--- src/design/isp_defines.vh ---
// constants for the interrupt status / priority control block
// assumes a 16-bit register port and a single system clock
`ifndef ISP_DEFINES_VH
`define ISP_DEFINES_VH

`define ISP_ADDR_STATUS 16'h70a0
`define ISP_ADDR_ROUTE 16'h70a4
`define ISP_ADDR_MISC 16'h70a8
`define ISP_ROUTE_RST 16'h0000
`define ISP_MISC_RST 16'h0000
// writable bits of the route and misc words
`define ISP_ROUTE_WMASK 16'heff7
`define ISP_MISC_WMASK 16'hf800
// write-one-to-clear bits of the status word
`define ISP_STATUS_W1C 16'h9800
// status / route bit positions
`define ISP_B_KEY 15
`define ISP_B_UART 14
`define ISP_B_SPI 13
`define ISP_B_EXT1 12
`define ISP_B_EXT0 11
`define ISP_B_ADC 10
`define ISP_B_MT4 9
`define ISP_B_MT3 8
`define ISP_B_TM2 7
`define ISP_B_PT1 6
`define ISP_B_PT0 5
`define ISP_B_CMT 4
`define ISP_B_OL 2
`define ISP_B_OSC 1
`define ISP_B_FT 0
// misc control bits
`define ISP_M_KEYEN 15
`define ISP_M_E1EDGE 14
`define ISP_M_E0EDGE 13
`define ISP_M_E1EN 12
`define ISP_M_E0EN 11
// pin filter: pulses shorter than this many sample ticks are dropped
`define ISP_FILT_TICKS 4
`define ISP_FILT_DIV 2

`endif

--- src/design/isp_pin_filter.v ---
// glitch filter and edge detector for one external interrupt pin
// assumes the pin is synchronous to clock and sample_en pulses every
// second clock
`timescale 1ns/10ps
`default_nettype none
`include "isp_defines.vh"

module isp_pin_filter #(
  parameter TICKS = `ISP_FILT_TICKS
) (
  input wire clock, // system clock
  input wire rst_n, // synchronous reset, active low
  input wire sample_en, // one-cycle sample tick
  input wire pin, // raw pin level
  input wire rise_sel, // 1 rising edge, 0 falling edge
  output reg edge_q // one-cycle pulse on qualified edge
);
  reg [2:0] cnt_q;
  reg level_q;
  reg pin_q;

  // level changes only after the pin holds a new value for TICKS samples
  always @(posedge clock) begin
    if (!rst_n) begin
      cnt_q <= 3'h0;
      level_q <= 1'b0;
      pin_q <= 1'b0;
      edge_q <= 1'b0;
    end else begin
      edge_q <= 1'b0;
      if (sample_en) begin
        pin_q <= pin;
        if (pin_q == level_q) begin
          cnt_q <= 3'h0;
        end else if (cnt_q == TICKS[2:0] - 3'h1) begin
          cnt_q <= 3'h0;
          level_q <= pin_q;
          edge_q <= (pin_q == rise_sel);
        end else begin
          cnt_q <= cnt_q + 3'h1;
        end
      end
    end
  end
endmodule
`default_nettype wire

--- src/design/isp_irq_ctrl.v ---
// interrupt status, fast-route select and pin interrupt control
// assumes peripheral flags are levels held in the peripherals' own
// registers, pins synchronous to clock, and a core that stacks state
//
// Implementation choice: the strobed register port.
`timescale 1ns/10ps
`default_nettype none
`include "isp_defines.vh"

module isp_irq_ctrl #(
  parameter AW = 16,
  parameter DW = 16
) (
  input wire clock, // 200 MHz system clock
  input wire rst_n, // synchronous reset, active low
  input wire [AW-1:0] addr, // register address
  input wire [DW-1:0] wdata, // write data
  input wire wr, // write strobe
  input wire rd, // read strobe
  output reg [DW-1:0] rdata_q, // read data, cycle after rd
  input wire key_change_event, // key change pulse from port
  input wire ext_irq_pin1, // external interrupt pin 1
  input wire ext_irq_pin0, // external interrupt pin 0
  input wire serial_async_flag, // uart flag and its enable
  input wire serial_sync_flag, // spi flag and its enable
  input wire converter_done_flag, // converter flag and enable
  input wire motor_timer4_flag, // motor timer 4 flag and enable
  input wire motor_timer3_flag, // motor timer 3 flag and enable
  input wire timer2_flag, // timer 2 flag and enable
  input wire position_timer1_flag, // position timer 1 flag and enable
  input wire position_timer0_flag, // position timer 0 flag and enable
  input wire compare_match_flag, // compare timer flag and enable
  input wire overload_flag, // overload flag and enable
  input wire osc_stopped, // clock monitor: oscillator stopped
  input wire fault_input1, // fault pin 1 flag
  input wire fault_input2, // fault pin 2 flag
  input wire short_timer3, // timer 3 outputs short flag
  input wire short_timer4, // timer 4 outputs short flag
  input wire fault_enable, // fault interrupt enable of protection
  input wire osc_fail_enable, // oscillator fail interrupt enable
  output reg fast_interrupt_request_q, // fast request to core
  output reg [7:0] irq_level_q, // numbered requests, bit n = level n
  output reg [3:0] irq_top_level_q, // highest priority pending level
  output reg irq_any_q // any numbered request pending
);
  reg [15:0] route_q;
  reg [15:0] misc_q;
  reg key_flag_q, ext1_flag_q, ext0_flag_q;
  reg [15:0] status;
  reg [15:0] req;
  reg [7:0] lvl_d;
  reg fast_d;
  reg [3:0] top_d;
  reg div_q;
  wire ext1_edge, ext0_edge;
  wire wr_status = wr && (addr == `ISP_ADDR_STATUS);
  wire wr_route = wr && (addr == `ISP_ADDR_ROUTE);
  wire wr_misc = wr && (addr == `ISP_ADDR_MISC);
  integer i;

  // sample tick at half the clock rate
  always @(posedge clock) begin
    if (!rst_n) begin
      div_q <= 1'b0;
    end else begin
      div_q <= ~div_q;
    end
  end

  isp_pin_filter #(.TICKS(`ISP_FILT_TICKS)) u_filt1 (
    .clock(clock),
    .rst_n(rst_n),
    .sample_en(div_q),
    .pin(ext_irq_pin1),
    .rise_sel(misc_q[`ISP_M_E1EDGE]),
    .edge_q(ext1_edge)
  );

  isp_pin_filter #(.TICKS(`ISP_FILT_TICKS)) u_filt0 (
    .clock(clock),
    .rst_n(rst_n),
    .sample_en(div_q),
    .pin(ext_irq_pin0),
    .rise_sel(misc_q[`ISP_M_E0EDGE]),
    .edge_q(ext0_edge)
  );

  // local sticky flags; an event in the clear cycle wins
  always @(posedge clock) begin
    if (!rst_n) begin
      key_flag_q <= 1'b0;
      ext1_flag_q <= 1'b0;
      ext0_flag_q <= 1'b0;
    end else begin
      // flags set regardless of enables so software can poll
      key_flag_q <= key_change_event |
        (key_flag_q & ~(wr_status & wdata[`ISP_B_KEY]));
      ext1_flag_q <= ext1_edge |
        (ext1_flag_q & ~(wr_status & wdata[`ISP_B_EXT1]));
      ext0_flag_q <= ext0_edge |
        (ext0_flag_q & ~(wr_status & wdata[`ISP_B_EXT0]));
    end
  end

  // control registers; read-only bits stay zero
  always @(posedge clock) begin
    if (!rst_n) begin
      route_q <= `ISP_ROUTE_RST;
      misc_q <= `ISP_MISC_RST;
    end else begin
      if (wr_route) begin
        route_q <= wdata & `ISP_ROUTE_WMASK;
      end
      if (wr_misc) begin
        misc_q <= wdata & `ISP_MISC_WMASK;
      end
    end
  end

  // summary word; peripheral flags are live copies
  always @* begin
    status = 16'h0000;
    status[`ISP_B_KEY] = key_flag_q;
    status[`ISP_B_UART] = serial_async_flag;
    status[`ISP_B_SPI] = serial_sync_flag;
    status[`ISP_B_EXT1] = ext1_flag_q;
    status[`ISP_B_EXT0] = ext0_flag_q;
    status[`ISP_B_ADC] = converter_done_flag;
    status[`ISP_B_MT4] = motor_timer4_flag;
    status[`ISP_B_MT3] = motor_timer3_flag;
    status[`ISP_B_TM2] = timer2_flag;
    status[`ISP_B_PT1] = position_timer1_flag;
    status[`ISP_B_PT0] = position_timer0_flag;
    status[`ISP_B_CMT] = compare_match_flag;
    status[`ISP_B_OL] = overload_flag;
    status[`ISP_B_OSC] = osc_stopped;
    status[`ISP_B_FT] = fault_input1 | fault_input2 |
      short_timer3 | short_timer4;
  end

  // gate the key, pin, oscillator and fault flags with their enables
  always @* begin
    req = status;
    req[`ISP_B_KEY] = status[`ISP_B_KEY] & misc_q[`ISP_M_KEYEN];
    req[`ISP_B_EXT1] = status[`ISP_B_EXT1] & misc_q[`ISP_M_E1EN];
    req[`ISP_B_EXT0] = status[`ISP_B_EXT0] & misc_q[`ISP_M_E0EN];
    req[`ISP_B_OSC] = status[`ISP_B_OSC] & osc_fail_enable;
    req[`ISP_B_FT] = status[`ISP_B_FT] & fault_enable;
  end

  // route groups to fast request or default levels
  always @* begin
    // pin 1 has no route bit of its own; it follows the shared pin bit
    fast_d = |(req & route_q) |
      (req[`ISP_B_EXT1] & route_q[`ISP_B_EXT0]);
    lvl_d = 8'h00;
    lvl_d[7] = (req[`ISP_B_KEY] & ~route_q[`ISP_B_KEY]) |
      (req[`ISP_B_ADC] & ~route_q[`ISP_B_ADC]) |
      (req[`ISP_B_CMT] & ~route_q[`ISP_B_CMT]);
    lvl_d[6] = (req[`ISP_B_UART] & ~route_q[`ISP_B_UART]) |
      (req[`ISP_B_SPI] & ~route_q[`ISP_B_SPI]);
    // both pins share one route bit
    lvl_d[5] = (req[`ISP_B_EXT1] | req[`ISP_B_EXT0]) &
      ~route_q[`ISP_B_EXT0];
    lvl_d[4] = req[`ISP_B_TM2] & ~route_q[`ISP_B_TM2];
    lvl_d[3] = (req[`ISP_B_MT4] & ~route_q[`ISP_B_MT4]) |
      (req[`ISP_B_MT3] & ~route_q[`ISP_B_MT3]);
    lvl_d[2] = req[`ISP_B_PT1] & ~route_q[`ISP_B_PT1];
    lvl_d[1] = req[`ISP_B_PT0] & ~route_q[`ISP_B_PT0];
    lvl_d[0] = (req[`ISP_B_OL] & ~route_q[`ISP_B_OL]) |
      (req[`ISP_B_OSC] & ~route_q[`ISP_B_OSC]) |
      (req[`ISP_B_FT] & ~route_q[`ISP_B_FT]);
  end

  // 4'h8 encodes fast; otherwise the lowest-numbered level pending
  always @* begin
    top_d = 4'hf;
    for (i = 7; i >= 0; i = i - 1) begin
      if (lvl_d[i]) begin
        top_d = i[3:0];
      end
    end
    if (fast_d) begin
      top_d = 4'h8;
    end
  end

  // registered outputs; the core stacks its own state on entry
  always @(posedge clock) begin
    if (!rst_n) begin
      fast_interrupt_request_q <= 1'b0;
      irq_level_q <= 8'h00;
      irq_top_level_q <= 4'hf;
      irq_any_q <= 1'b0;
    end else begin
      fast_interrupt_request_q <= fast_d;
      irq_level_q <= lvl_d;
      irq_top_level_q <= top_d;
      irq_any_q <= |lvl_d;
    end
  end

  // read port; unmapped addresses read zero
  always @(posedge clock) begin
    if (!rst_n) begin
      rdata_q <= 16'h0000;
    end else if (rd) begin
      case (addr)
        `ISP_ADDR_STATUS: rdata_q <= status;
        `ISP_ADDR_ROUTE: rdata_q <= route_q;
        `ISP_ADDR_MISC: rdata_q <= misc_q;
        default: rdata_q <= 16'h0000;
      endcase
    end else begin
      rdata_q <= 16'h0000;
    end
  end
endmodule
`default_nettype wire

--- config.mk ---
export PLATFORM = sky130hd
export DESIGN_NAME = isp_irq_ctrl
export DESIGN_NICKNAME = d
export VERILOG_FILES = /design/src/design/isp_pin_filter.v /design/src/design/isp_irq_ctrl.v
export VERILOG_INCLUDE_DIRS = /design/src /design/src/design
export SDC_FILE = /design/constraint.sdc
export NUM_CORES = 1
export LEC_CHECK = 0
export BUFFER_PORTS_ARGS = -buffer_cell sky130_fd_sc_hd__buf_2
export CAP_MARGIN = 0
export CORE_AREA = 2 2 76 78
export DETAILED_ROUTE_END_ITERATION = 10
export DIE_AREA = 0 0 78 80
export PLACE_DENSITY = 0.84
export SYNTH_ARGS = -nofsm -noshare
export SYNTH_HDL_FRONTEND = slang
export SYNTH_HIERARCHICAL = 1
export SYNTH_SLANG_ARGS = --single-unit
--- constraint.sdc ---
create_clock -name clock -period 2.2 [get_ports clock]
set_input_delay 0.22 -clock clock [delete_from_list [all_inputs] [get_ports clock]]
set_output_delay 0.22 -clock clock [all_outputs]
set_load 0.02 [all_outputs]
After elaboration in Yosys (flattened, before gate mapping)
Index checks and enable logic that the tools add are counted.
{"block": "word_totals", "ff_bits": 65, "output_inout_bits": 30}
{"block": "classes", "n_addsub": 2, "n_eq_ne": 9, "mux": 14, "n_bitwise": 64, "reduce_logical": 11}
{"operator": "== test 16 x 15 -> 1 bit (second input constant)", "count": 3}
{"operator": "case mux 16 bit (3 select lines)", "count": 1}
{"operator": "two-way mux 4 bit", "count": 8}
{"operator": "bitwise AND 1 bit", "count": 26}
{"operator": "inverter 1 bit", "count": 23}
{"operator": "bitwise AND 16 bit", "count": 1}
{"operator": "OR reduction 16 bit", "count": 1}
{"operator": "two-way mux 3 bit", "count": 5}
{"operator": "bitwise OR 1 bit", "count": 14}
{"operator": "OR reduction 4 bit", "count": 2}
{"operator": "OR reduction 8 bit", "count": 1}
{"operator": "adder 3 x 1 -> 3 bit (second input constant)", "count": 2}
{"operator": "== test 3 x 2 -> 1 bit (second input constant)", "count": 2}
{"operator": "AND reduction 3 bit", "count": 2}
{"operator": "== test 1 bit", "count": 4}
{"operator": "logical AND 1 bit", "count": 3}
{"operator": "AND reduction 2 bit", "count": 1}
{"operator": "OR reduction 2 bit", "count": 1}

Logic depth before layout (Yosys ltp)
Gate-level depths: netlist of the first run.
{"block": "depth", "ltp_word": 13, "depth_mapped": 6}

By module
The synthesis of the first run kept the hierarchy.
{"mod": "isp_irq_ctrl", "instances": 1, "cells_each": 222, "area_per_inst_um2": 2103.3}
{"mod": "isp_pin_filter", "instances": 2, "cells_each": 28, "area_per_inst_um2": 279.0}

Worst setup path after synthesis of the first run
No wires, ideal clock.
{"block": "synth_path", "path_type": "input to register", "start": "input port addr[1]", "end": "register route_q[10]", "setup_time_ps": 70, "arrival_time_ps": 1507, "setup_slack_ps": 622, "cell_stages": 6, "path_buffers": 1, "path_cell_list": "nor4b_2 nand4_2 nor3_4 buf_4 nand3_1 a21oi_1"}
{"block": "synth_via", "elab_chain_len": 2}
{"element": "from (decl)", "line_no": "isp_irq_ctrl.v:16", "text": "input wire [AW-1:0] addr,"}
{"element": "== test 16 x 15 -> 1 bit"}
{"element": "logical AND 1 bit", "line_no": "isp_irq_ctrl.v:57", "text": "wire wr_route = wr && (addr == `ISP_ADDR_ROUTE);"}
{"element": "to (signal assigned)", "line_no": "isp_irq_ctrl.v:108", "text": "route_q <= `ISP_ROUTE_RST;"}
{"element": "to (signal assigned)", "line_no": "isp_irq_ctrl.v:112", "text": "route_q <= wdata & `ISP_ROUTE_WMASK;"}
{"element": "to (decl)", "line_no": "isp_irq_ctrl.v:46", "text": "reg [15:0] route_q;"}
No other way between the ends.
A chain may end at the register's enable or synchronous reset.

Worst setup path after layout of the first run
{"block": "layout_path", "start": "register route_q[4]", "end": "register irq_top_level_q[1]"}
{"block": "layout_via", "elab_chain_len": 4}
{"element": "bitwise AND 16 bit", "line_no": "isp_irq_ctrl.v:154", "text": "fast_d = |(req & route_q) |"}
{"element": "OR reduction 16 bit", "line_no": "isp_irq_ctrl.v:154"}
{"element": "bitwise OR 1 bit", "line_no": "isp_irq_ctrl.v:154"}
{"element": "two-way mux 3 bit", "line_no": "isp_irq_ctrl.v:183", "text": "if (fast_d) begin"}
{"element": "to (signal assigned)", "line_no": "isp_irq_ctrl.v:198", "text": "irq_top_level_q <= top_d;"}
{"element": "to (decl)", "line_no": "isp_irq_ctrl.v:43", "text": "output reg [3:0] irq_top_level_q,"}
No other way between the ends.

==> results of run 1 <==
[synth_stat cells (2+ instances only)]
cell	count
nor2_1	9
clkbuf_1	9
o21ai_0	4
nor4_4	2
nand2b_1	3
nand3b_1	4
xnor2_1	2
a22o_1	10
and3_1	3
inv_1	15
mux2i_1	5
ha_1	2
and2_1	8
a22oi_1	4
buf_4	2
o22ai_1	4
a222oi_1	4
o21a_1	5
dfxtp_1	64
or3b_1	2
buf_2	2
nor4b_2	4
a31oi_1	3
nand2_1	25
a21oi_1	23
nor2b_1	10
nor4_1	3
a221oi_1	2
nand3_1	22
[final cells by class]
type                            instances  area, um2
Timing Repair Buffer                   87        445
Inverter                               15       56.3
Clock inverter                          7       80.1
Multi-Input combinational cell        186       1260
Sequential cell                        64       1280
Fill cell                             467       2060
Clock buffer                            9        124
Tap cell                               72       90.1
[cells by family after synthesis]
| group | count (synthesis) | synth area share |
|---|---|---|
| and+or+nand+nor | 107 | 0.249 |
| AOI/OAI and AO/OA | 69 | 0.190 |
| DFF | 64 | 0.481 |
| buffers and inverters | 28 | 0.0432 |
| muxes | 5 | 0.0188 |
| adders and majority gates | 2 | 0.00940 |
| xor gates and xnor gates | 2 | 0.00658 |
| other | 1 | 0.00141 |
[state kept, by name, indices dropped and copies added, names as in the netlist, 3 cells and up]
register,count
route_q,14
u_filt1/cnt_q,3
u_filt0/cnt_q,3
irq_top_level_q,4
irq_level_q,8
rdata_q,15
misc_q,5
[worst max-delay path: cells and delay by family (launching register included)]
kind           cells  cell delay [ns]
AO/OA/AOI/OAI      5             1.32
flip-flops         1             0.35
[stage by stage]
stage,instance area [um2],instances,hold WS (ns),setup slack [ns],utilization
finish,3340,440,0.0946,0.439,0.618
global placement,3140,424,0.421,0.346,0.581
CTS,3340,440,0.0765,0.434,0.618
floorplan,2660,278,0.324,0.622,-
detailed placement,3140,424,0.432,0.232,0.581
global route,3340,440,0.0826,0.230,0.618
[routing by layer]
metal  track usage  share of wire  vias to the layer above
met5             0              0                        -
met4         0.132          0.020                        0
met2         0.379           0.51                      101
met1         0.240           0.38                     1112
met3        0.0532          0.081                       12
li1              -              -                     1185
[power by group through the flow]
stage	Clock, mW	Combinational (mW)	Sequential [mW]
after global routing	1.10	0.198	1.19
after floorplan	0	0.0766	1.23
after global placement	0	0.178	1.22
after detailed placement	0	0.181	1.22
after CTS	1.05	0.182	1.19
final	1.03	0.182	1.19
[worst max-delay path by stage]
stage | to | startpoint
finish | irq_top_level_q[1] | route_q[4]
global route | irq_top_level_q[1] | route_q[4]
CTS | irq_top_level_q[1] | route_q[4]
detailed placement | key_flag_q | addr[1]
global placement | ext0_flag_q | addr[1]
floorplan | route_q[10] | addr[1]
[placed cells by master (no fill, tap or decap), types with 3 or more instances in the layout]
| master | count |
|---|---|
| a22oi_1 | 4 |
| and2_1 | 8 |
| buf_2 | 83 |
| mux2i_1 | 5 |
| o21ai_0 | 4 |
| a222oi_1 | 4 |
| nand2b_1 | 3 |
| a31oi_1 | 3 |
| nor2_1 | 9 |
| and3_1 | 3 |
| nor4_1 | 3 |
| o22ai_1 | 4 |
| nor2b_1 | 10 |
| nand3b_1 | 4 |
| a21oi_1 | 23 |
| dfxtp_1 | 64 |
| a22o_1 | 10 |
| nand3_1 | 22 |
| inv_1 | 15 |
| nor4b_2 | 4 |
| nand2_1 | 25 |
| buf_4 | 4 |
| clkbuf_8 | 9 |
| o21a_1 | 5 |
==> results.txt, run 1 <==
In this design, the stage delay of the slowest critical-path cell is roughly 0.4 ns. The number of CTS-inserted buffers is 9. The path with the worst hold slack has its endpoint at key_flag_q. The hold path startpoint is key_change_event. The clock transition at the register clock pins on the worst setup and hold paths after CTS came out at 0.08 ns. In this run the post-CTS setup repair buffer count came out at 0. The number of input and output port buffers inserted came out at 83. The library cell used as clock root buffer is clkbuf_8. The most used flip-flop cell after synthesis is dfxtp_1. In this run the worst path has a maximum fanout of 5.

The core outline area is 0.00541 mm2. The transition time at the pin with the least slew margin is 0.592 ns. The number of core rows came out at 27. The via count of the first global-routing pass came out at ~2300.

TritonCTS built the clock tree. The post-synthesis async set-or-reset flop share came out at 0. The fraction of power consumed by the clock network is 0.427. From bottom edge to top edge, the die measures 80 um.

The number of warning messages in the yosys log is 6. The fraction of final layout cells sized beyond drive strength 1 came out at 0.315. The number of cells on the worst hold path is 2. The effective utilization at floorplan came out at 0.492. The number of max-capacitance violations reported came out at 0. The remaining number of nets flagged by the antenna check after routing is 0. The netlist area before placement came out at around 0.0027 mm2. The insertion delay to the later sink of the worst-skew pair came out at between 0.3 and 0.4 ns. The H-tree depth reported by CTS came out at 3. The total overflow reported by the global router came out at 0. The die outline area came out at between 0.006 and 0.007 mm2. The worst register-to-register path has a depth of 5. The final count of negative-setup-slack endpoints is 0. The violation count after the first detailed-routing iteration came out at 200. In this run the worst hold path is classified as in -> reg.

The highest clock rate is around 570 MHz. For this run, the detailed router's first-pass iteration total came to 5. By startpoint and endpoint, the worst setup path is classified as reg -> reg. The layout overhead on the synthesized area is 25.6%. Counting flops with a built-in enable in the synthesized netlist gives 0. STA classifies the critical path endpoint as a register. At the worst endpoint, the required time is roughly 2.5 ns. The internal portion of total power came out at roughly 1.8 mW. The total of hold buffers inserted after clock tree synthesis is 0. The total of cells resized after clock tree synthesis came out at 0. The synthesized flop and latch total came out at 64. For this design the total switching power over the nets is 611 uW. The leakage dissipation is approximately 1.4 nW. The number of antenna diodes in the final layout is 0. The largest net degree at the start of global routing came out at 28. The mean instance size in the synthesized netlist came out at between 9 and 10 um2. In the post-synthesis netlist, the biggest area contributors are dfxtp_1, a21oi_1, nand3_1. The gate count of the mapped netlist is between 200 and 300. The TritonCTS sink count is 64. Synthesis instantiated 52 different standard cells from the library. The number of hold violations in the final report came out at 0.

The endpoint of the worst register-to-register path is irq_top_level_q[1]. The initial antenna violation count came out at 0. Traced cell by cell, the critical path runs through a22o_1, a221oi_1, o2111ai_1, a311o_1, o41ai_1. The launch point of the worst reg-to-reg path is route_q[4].

The final routed wirelength across all metal layers came out at 6.55 mm. The area share of the largest cell type after synthesis came out at 0.481. The HPWL reported at the end of detailed placement is around 4.7 mm. The weighted congestion reported at the end of routability-driven placement is slightly above 0.9.

The overall fraction of global-route tracks in use is 0.218. The count of boundary I/O pins came out at between 80 and 90. The synthesized design spends more area on one cell type than any other, namely dfxtp_1. The share of the yosys chip area belonging to registers came out at 0.481. In the routed design, unresolved DRC markers number 0. The worst-case clock buffer depth is 2. The worst register-to-register path has a setup slack of between 0.4 and 0.5 ns.

The total design power came out at about 2.4 mW. The fraction of power spent switching nets is 0.255. Setup repair after global routing left no endpoint under its margin. For this design, the slowest cell found on the critical path is a311o_1. The maximum resistive drop on vdd is a little over 0.4 mV.

The sum of negative setup slack came out at 0 ns. After detailed routing, the number of vias per cell comes to between 5 and 6. The share of total power dissipated in sequential elements is 0.497.

The share of total power dissipated in combinational logic is 0.076. The routed design could run at a clock period as short as 1.76 ns. The final period utilization came out at 0.801. The run finished with clean final reports. The final layout net count is roughly 420. The worst pin sits at a relative slew slack of 0.602. Data on the critical path arrives at its endpoint at 2.01 ns. The number of nets handed over by synthesis was ~340.

The routed wirelength normalized by instance count came out at ~15 um. The horizontal die dimension is between 70 and 80 um. The cell area power density is around 720 mW/mm2. The clock skew came out at 0.0111 ns.

The total number of vias is 2410. The wire length of the first global-routing pass came out at approximately 10 mm. STA classifies the critical path startpoint as a register.

The count of pins over their slew limit is 0.
Note: power is estimated with default switching activity, not from simulation.
==> run 2: changes to the inputs <==
Settings changed: CORE_AREA 2 2 76 78 to 2 2 80 82, DIE_AREA 0 0 78 80 to 0 0 82 84, PLACE_DENSITY 0.84 to 0.8.
Clock period 2.2 ns to 1.6 ns, I/O delays scaled along.
==> results.txt, run 2 (same netlist as run 1, synthesis figures left out) <==
The maximum resistive drop on vdd is 0.567 mV (+39%). The placement-stage worst setup slack came to -0.165 ns (-0.397 ns). The number of CTS-inserted buffers is 9 (unchanged). The worst setup path is launched from a register. The worst-case clock buffer depth came out at 2 (unchanged). The final period utilization came out at 1.01 (+0.209).

The buffer count from post-CTS setup fixing is 0 (unchanged). The remaining number of nets flagged by the antenna check after routing came out at 0 (unchanged). The final routed wirelength across all metal layers came out at 6.55 mm (about the same). The final layout net count came to 442 (+5.0%). The iteration count of the initial detailed-routing pass is 4 (-1). The initial antenna violation count is 0 (unchanged). The transition time at the pin with the least slew margin came out at 0.534 ns (-0.0584 ns). The via count of the first global-routing pass came out at 2446 (+6.6%). In the final layout, the registers with the most flip-flops are rdata_q (15), route_q (14), irq_level_q (8). The total overflow reported by the global router came out at 0 (unchanged). The vertical die dimension is 84 um (+5.0%). The total of hold buffers inserted after clock tree synthesis is 0 (unchanged). The weighted congestion reported at the end of routability-driven placement is 0.809 (-12%).

The largest net degree at the start of global routing is 18 (-36%). The overall fraction of global-route tracks in use came to 0.205 (-0.0133). The critical path ends at irq_top_level_q[1]. The final reports fail on negative setup slack. The path class of the tightest hold or removal check is in -> reg.

Setup repair after global routing could not meet its margin everywhere. The number of input and output port buffers inserted is 83 (unchanged). The HPWL reported at the end of detailed placement came out at 5.00 mm (+6.0%). The sum of negative setup slack is -0.0149 ns (-0.0149 ns).

The routed wirelength normalized by instance count came out at 14.1 um (-5.6%). The non-filler instance count after layout is 466 (+5.9%). The horizontal die dimension is 82 um (+5.1%). The number of core rows is 29 (+7.4%). The cell area power density came out at 932 mW/mm2 (+30%).

The flip-flop count of the largest register, all copies and words added came to 15 (unchanged). The count of boundary I/O pins came out at 86 (unchanged). The core outline area came out at 0.00610 mm2 (+13%).

The worst register-to-register path begins at route_q[4]. The fraction of final layout cells sized beyond drive strength 1 came out at 0.362 (+0.0473). The insertion delay to the later sink of the worst-skew pair is 0.35 ns (about the same). The TritonCTS sink count came out at 64 (unchanged). rdata_q holds more flip-flops than any other register. The run finished, with violations left.

The final critical-path setup slack is -0.0149 ns (-0.454 ns). The number of max-capacitance violations reported came to 0 (unchanged). The H-tree depth reported by CTS is 3 (unchanged). The violation count after the first detailed-routing iteration came to 109 (-46%).

The clock transition at the register clock pins on the worst setup and hold paths after CTS is 0.07 ns (about the same). The instance count after placement with tap cells included is 450 (+6.1%). The total number of vias is 2514 (+4.3%).

The number of DRC violations after detailed routing came to 0 (unchanged). The start point of the critical path is route_q[4]. The reg-to-reg setup timing slack is -0.01 ns (-0.45 ns).

The clock period minus worst slack was 1.61 ns (-0.146 ns). The library cell used most frequently in the layout, excluding fill and tap cells, is buf_2. The die outline area is 0.00689 mm2 (+10%). The highest clock rate came to 619 MHz (+9.1%).

The count of pins over their slew limit is 0 (unchanged). Leaving out fill and tap cells, the most frequent cells in the layout are buf_2, dfxtp_1, nand2_1, buf_4, a21oi_1. The wire length of the first global-routing pass came out at 10.8 mm (+3.2%). The library cell used as clock root buffer is clkbuf_8. The critical path required time came to 1.86 ns (-0.59 ns).

The CTS tree is built. The clock skew came out at 0.00870 ns (-0.00240 ns). The final count of negative-setup-slack endpoints came out at 1 (+1).

Relative to the synthesized area, the layout overhead comes to 32.1%. The worst register-to-register path ends at irq_top_level_q[1]. The signal arrival time at the worst endpoint is 1.88 ns (-0.13 ns). The effective utilization at floorplan is 0.437 (-0.0558).

The number of hold violations in the final report is 0 (unchanged). The relative slew slack came out at 0.644 (+0.0414). The number of cells traversed by the worst register-to-register path is 5 (unchanged). STA classifies the critical path endpoint as a register. The number of diodes added for antenna fixing came out at 0 (unchanged). The leakage dissipation came out at 1.50 nW (+8.1%).

The highest net fanout along the worst path came out at 5 (unchanged). The mean number of vias per cell came out at 5.39 (-1.5%). By startpoint and endpoint, the worst setup path is classified as reg -> reg.
[run 2: cell count changes in the layout (fill, tap and decap cells not counted), moves of 2 or more]
cell / before / now
dfxtp_2: 0 / 2
inv_6: 2 / 0
buf_4: 4 / 25
dfxtp_1: 64 / 62
clkinv_2: 0 / 2
[run 2: layout make-up]
cell class | count | area [um2]
clock buffer | 9 | 124
clock inverter | 7 | 72.6
fill | 526 | 2580
inverter | 15 | 56.3
multi-input combinational | 186 | 1280
sequential | 64 | 1280
tap | 77 | 96.3
timing repair buffer | 108 | 603
[run 2: where the power goes]
| group | switching, mW | leakage, nW | internal (mW) |
|---|---|---|---|
| Sequential | 0.0189 | 0.522 | 1.62 |
| Clock | 0.646 | 0.0952 | 0.717 |
| Combinational | 0.152 | 0.882 | 0.122 |
| Total | 0.816 | 1.50 | 2.46 |
[run 2: timing repair]
action	in CTS	in global routing
resized for setup	2	2
setup endpoints to repair	4	5
pin swaps	3	0
gates cloned	0	0
[run 2: critical path, cell delays in order (launching register included)]
cell and delay, ns:
dfxtp_2 0.32, a22o_1 0.22, a221oi_2 0.18, o2111ai_1 0.14
a311o_1 0.39, o41ai_2 0.29
[run 2: metrics by stage]
step                area, um2  hold slack (ns)   util  power [mW]
detailed placement       3300            0.394  0.542        1.95
finish                   3510           0.0442  0.577        3.27
CTS                      3510           0.0305  0.576        3.30
global placement         3300            0.392  0.542        1.94
floorplan                2660            0.264      -        1.80
global route             3510           0.0334  0.577        3.42
[run 2: how the worst min path moves through the flow]
stage | startpoint | endpoint | cells after the start
6_report | key_change_event | key_flag_q | 2
4_1_cts | key_change_event | key_flag_q | 2
2_1_floorplan | rst_n | irq_top_level_q[0] | 1
3_5_place_dp | key_change_event | key_flag_q | 2
5_1_grt | key_change_event | key_flag_q | 2
3_3_place_gp | key_change_event | key_flag_q | 2
[run 2: per-layer routing]
layer | vias to the layer above | wire [um] | track usage
li1 | 1224 | - | -
met1 | 1194 | 2710 | 0.239
met2 | 74 | 3200 | 0.327
met4 | 0 | 264 | 0.109
met3 | 22 | 383 | 0.0649
met5 | - | 0 | 0
==> run 3: changes to the inputs <==
Settings changed: RECOVER_POWER from default to 25, TNS_END_PERCENT from default to 10.
==> results.txt, run 3 (same netlist as run 1, synthesis figures left out) <==
The routed wirelength normalized by instance count came out at 14.2 um (+0.79%). The root buffer cell chosen for the clock tree is clkbuf_8. The count of pins over their slew limit was 0 (unchanged). The number of input and output port buffers inserted is 83 (unchanged). The transition time at the pin with the least slew margin is 0.536 ns (+0.00243 ns).

The part of the power in registers is 0.501 (about the same). The die outline area is 0.00689 mm2 (unchanged). The library cell used most frequently in the layout, excluding fill and tap cells, is buf_2. The worst hold path belongs to the class in -> reg.

The final routed wirelength across all metal layers is 6.61 mm (+0.79%). The fraction of power consumed by the clock network came out at 0.418 (+0.002). The worst setup path is captured at a register.

The mean number of vias per cell came out at 5.39 (-0.12%). The highest clock rate is 616 MHz (-0.54%). STA classifies the critical path startpoint as a register. The highest net fanout along the worst path is 5 (unchanged).

The sum of negative setup slack is -0.0436 ns (-0.0287 ns). The initial antenna violation count is 0 (unchanged). The largest net degree at the start of global routing came out at 18 (unchanged). The final layout net count is 442 (unchanged). The clock skew came to 0.00892 ns (+0.000223 ns). The register with the most flip-flops is rdata_q. The fraction of power spent switching nets is 0.251 (+0.00122).

The internal portion of total power is 2.45 mW (-0.23%). Setup repair after global routing could not meet its margin everywhere. The wire length of the first global-routing pass is 10.8 mm (unchanged). The clock transition at the register clock pins on the worst setup and hold paths after CTS came out at 0.07 ns (about the same).

For this design, the slowest cell found on the critical path is a311o_1. The number of diodes added for antenna fixing came out at 0 (unchanged). The via count of the first global-routing pass came out at 2446 (unchanged). The number of CTS-inserted buffers was 9 (unchanged). The TritonCTS sink count is 64 (unchanged). The vertical die dimension was 84 um (unchanged). The HPWL reported at the end of detailed placement came to 5.00 mm (unchanged). The total of hold buffers inserted after clock tree synthesis came to 0 (unchanged). TritonCTS built the clock tree. The number of hold violations in the final report is 0 (unchanged).

In the layout the commonest cells are buf_2, dfxtp_1, nand2_1, a21oi_1. The non-filler instance count after layout came to 466 (unchanged). The fraction of final layout cells sized beyond drive strength 1 came out at 0.311 (-0.0514).

The area of all placed cells without fillers is 0.00347 mm2 (-1.2%). The signal arrival time at the worst endpoint is 1.88 ns (about the same). The placement-stage worst setup slack is -0.165 ns (unchanged). The total overflow reported by the global router is 0 (unchanged).

The H-tree depth reported by CTS is 3 (unchanged). The instance count after placement with tap cells included is 450 (unchanged). The violation count after the first detailed-routing iteration is 106 (-2.8%). The fraction of the core area covered by cells at the end of the flow came out at 0.570 (-0.00698). The cell area power density is 942 mW/mm2 (+1.2%). The weighted congestion reported at the end of routability-driven placement came out at 0.809 (unchanged).

The run finished, with violations left. The critical path buffer and inverter count came out at 0 (unchanged). The total number of vias came out at 2511 (-0.12%). The layout overhead on the synthesized area came out at 30.5%. The filler cell count came out at 541 (+2.9%).

The leakage dissipation came out at 1.42 nW (-5.4%). In the final layout, the registers with the most flip-flops are rdata_q (15), route_q (14), irq_level_q (8). The clock period minus worst slack was 1.62 ns (+0.00884 ns). The final critical-path setup slack is -0.0238 ns (-0.00884 ns). Walking the worst path, the cells encountered are a22o_1, a221oi_2, o2111ai_1, a311o_1, o41ai_2. The total design power was 3.27 mW (about the same). The number of DRC violations after detailed routing is 0 (unchanged). The maximum resistive drop on vdd came out at 0.567 mV (+0.13%).

The number of core rows came out at 29 (unchanged). The remaining number of nets flagged by the antenna check after routing is 0 (unchanged). The final reports fail on negative setup slack. The critical path is of the reg -> reg type. The cell area after placement came out at 0.00330 mm2 (unchanged).

The logic gate share of total power was 0.082 (-0.002). The iteration count of the initial detailed-routing pass came out at 5 (+1). The relative slew slack is 0.642 (-0.00162). The insertion delay to the later sink of the worst-skew pair is 0.35 ns (about the same). The worst-case clock buffer depth came out at 2 (unchanged). Broken down by cell family, the worst path's largest delay share belongs to compound AO/OA/AOI/OAI gates. The effective utilization at floorplan came out at 0.437 (unchanged).

The maximum single-stage delay on the critical path is 0.40 ns (about the same). The core outline area is 0.00610 mm2 (unchanged). The switching power summed over all nets came out at 820 uW (+0.42%). The count of boundary I/O pins came out at 86 (unchanged). The horizontal die dimension is 82 um (unchanged). The critical path required time is 1.86 ns (about the same). The flip-flop count of the largest register, all copies and words added came out at 15 (unchanged).

The final period utilization came out at 1.01 (+0.00553). The overall fraction of global-route tracks in use is 0.205 (unchanged). The final count of negative-setup-slack endpoints is 3 (+2).

The number of max-capacitance violations reported is 0 (unchanged). The worst hold margin came out at 0.0456 ns (+0.00143 ns).
==> run 3: cell types whose count changed in the layout (fill, tap and decap cells not counted), sizes merged <==
cell	delta
clkbuf	+18
buf	-18
==> run 3: area by class of cell <==
cell class,count,area [um2],area share
Inverter,15,56.3,0.0162
Clock inverter,7,72.6,0.0209
Clock buffer,9,124,0.0357
Tap cell,77,96.3,0.0277
Timing Repair Buffer,108,573,0.165
Multi-Input combinational cell,186,1270,0.365
Sequential cell,64,1280,0.370
==> run 3: power groups by stage <==
stage | Combinational (mW) | Clock [mW] | Sequential, mW
after floorplan | 0.105 | 0 | 1.69
after global placement | 0.266 | 0 | 1.67
after detailed placement | 0.271 | 0 | 1.68
after CTS | 0.274 | 1.39 | 1.64
after global routing | 0.291 | 1.48 | 1.64
final | 0.267 | 1.37 | 1.64
==> run 3: worst paths after layout <==
check | from | endpoint | slack (ns) | cells after the start
worst max-delay path | route_q[4] | irq_top_level_q[1] | -0.02 | 5
worst min-delay path | key_change_event | key_flag_q | 0.05 | 2
worst max register to register | route_q[4] | irq_top_level_q[1] | -0.02 | 5
worst min register to register | u_filt1/edge_q | ext1_flag_q | 0.44 | 1
==> run 3: routing by layer <==
metal,global-route usage,vias to the layer above,routed length (um)
met5,0,-,0
met4,0.109,0,264
met3,0.0649,22,409
met2,0.327,82,3190
met1,0.239,1184,2740
li1,-,1223,-
==> run 3: what timing repair did <==
item	in CTS	in global routing
pin swaps	3	0
resized for setup	2	2
cloned	0	0
buffers inserted	0	0
endpoints found under the setup margin	4	5
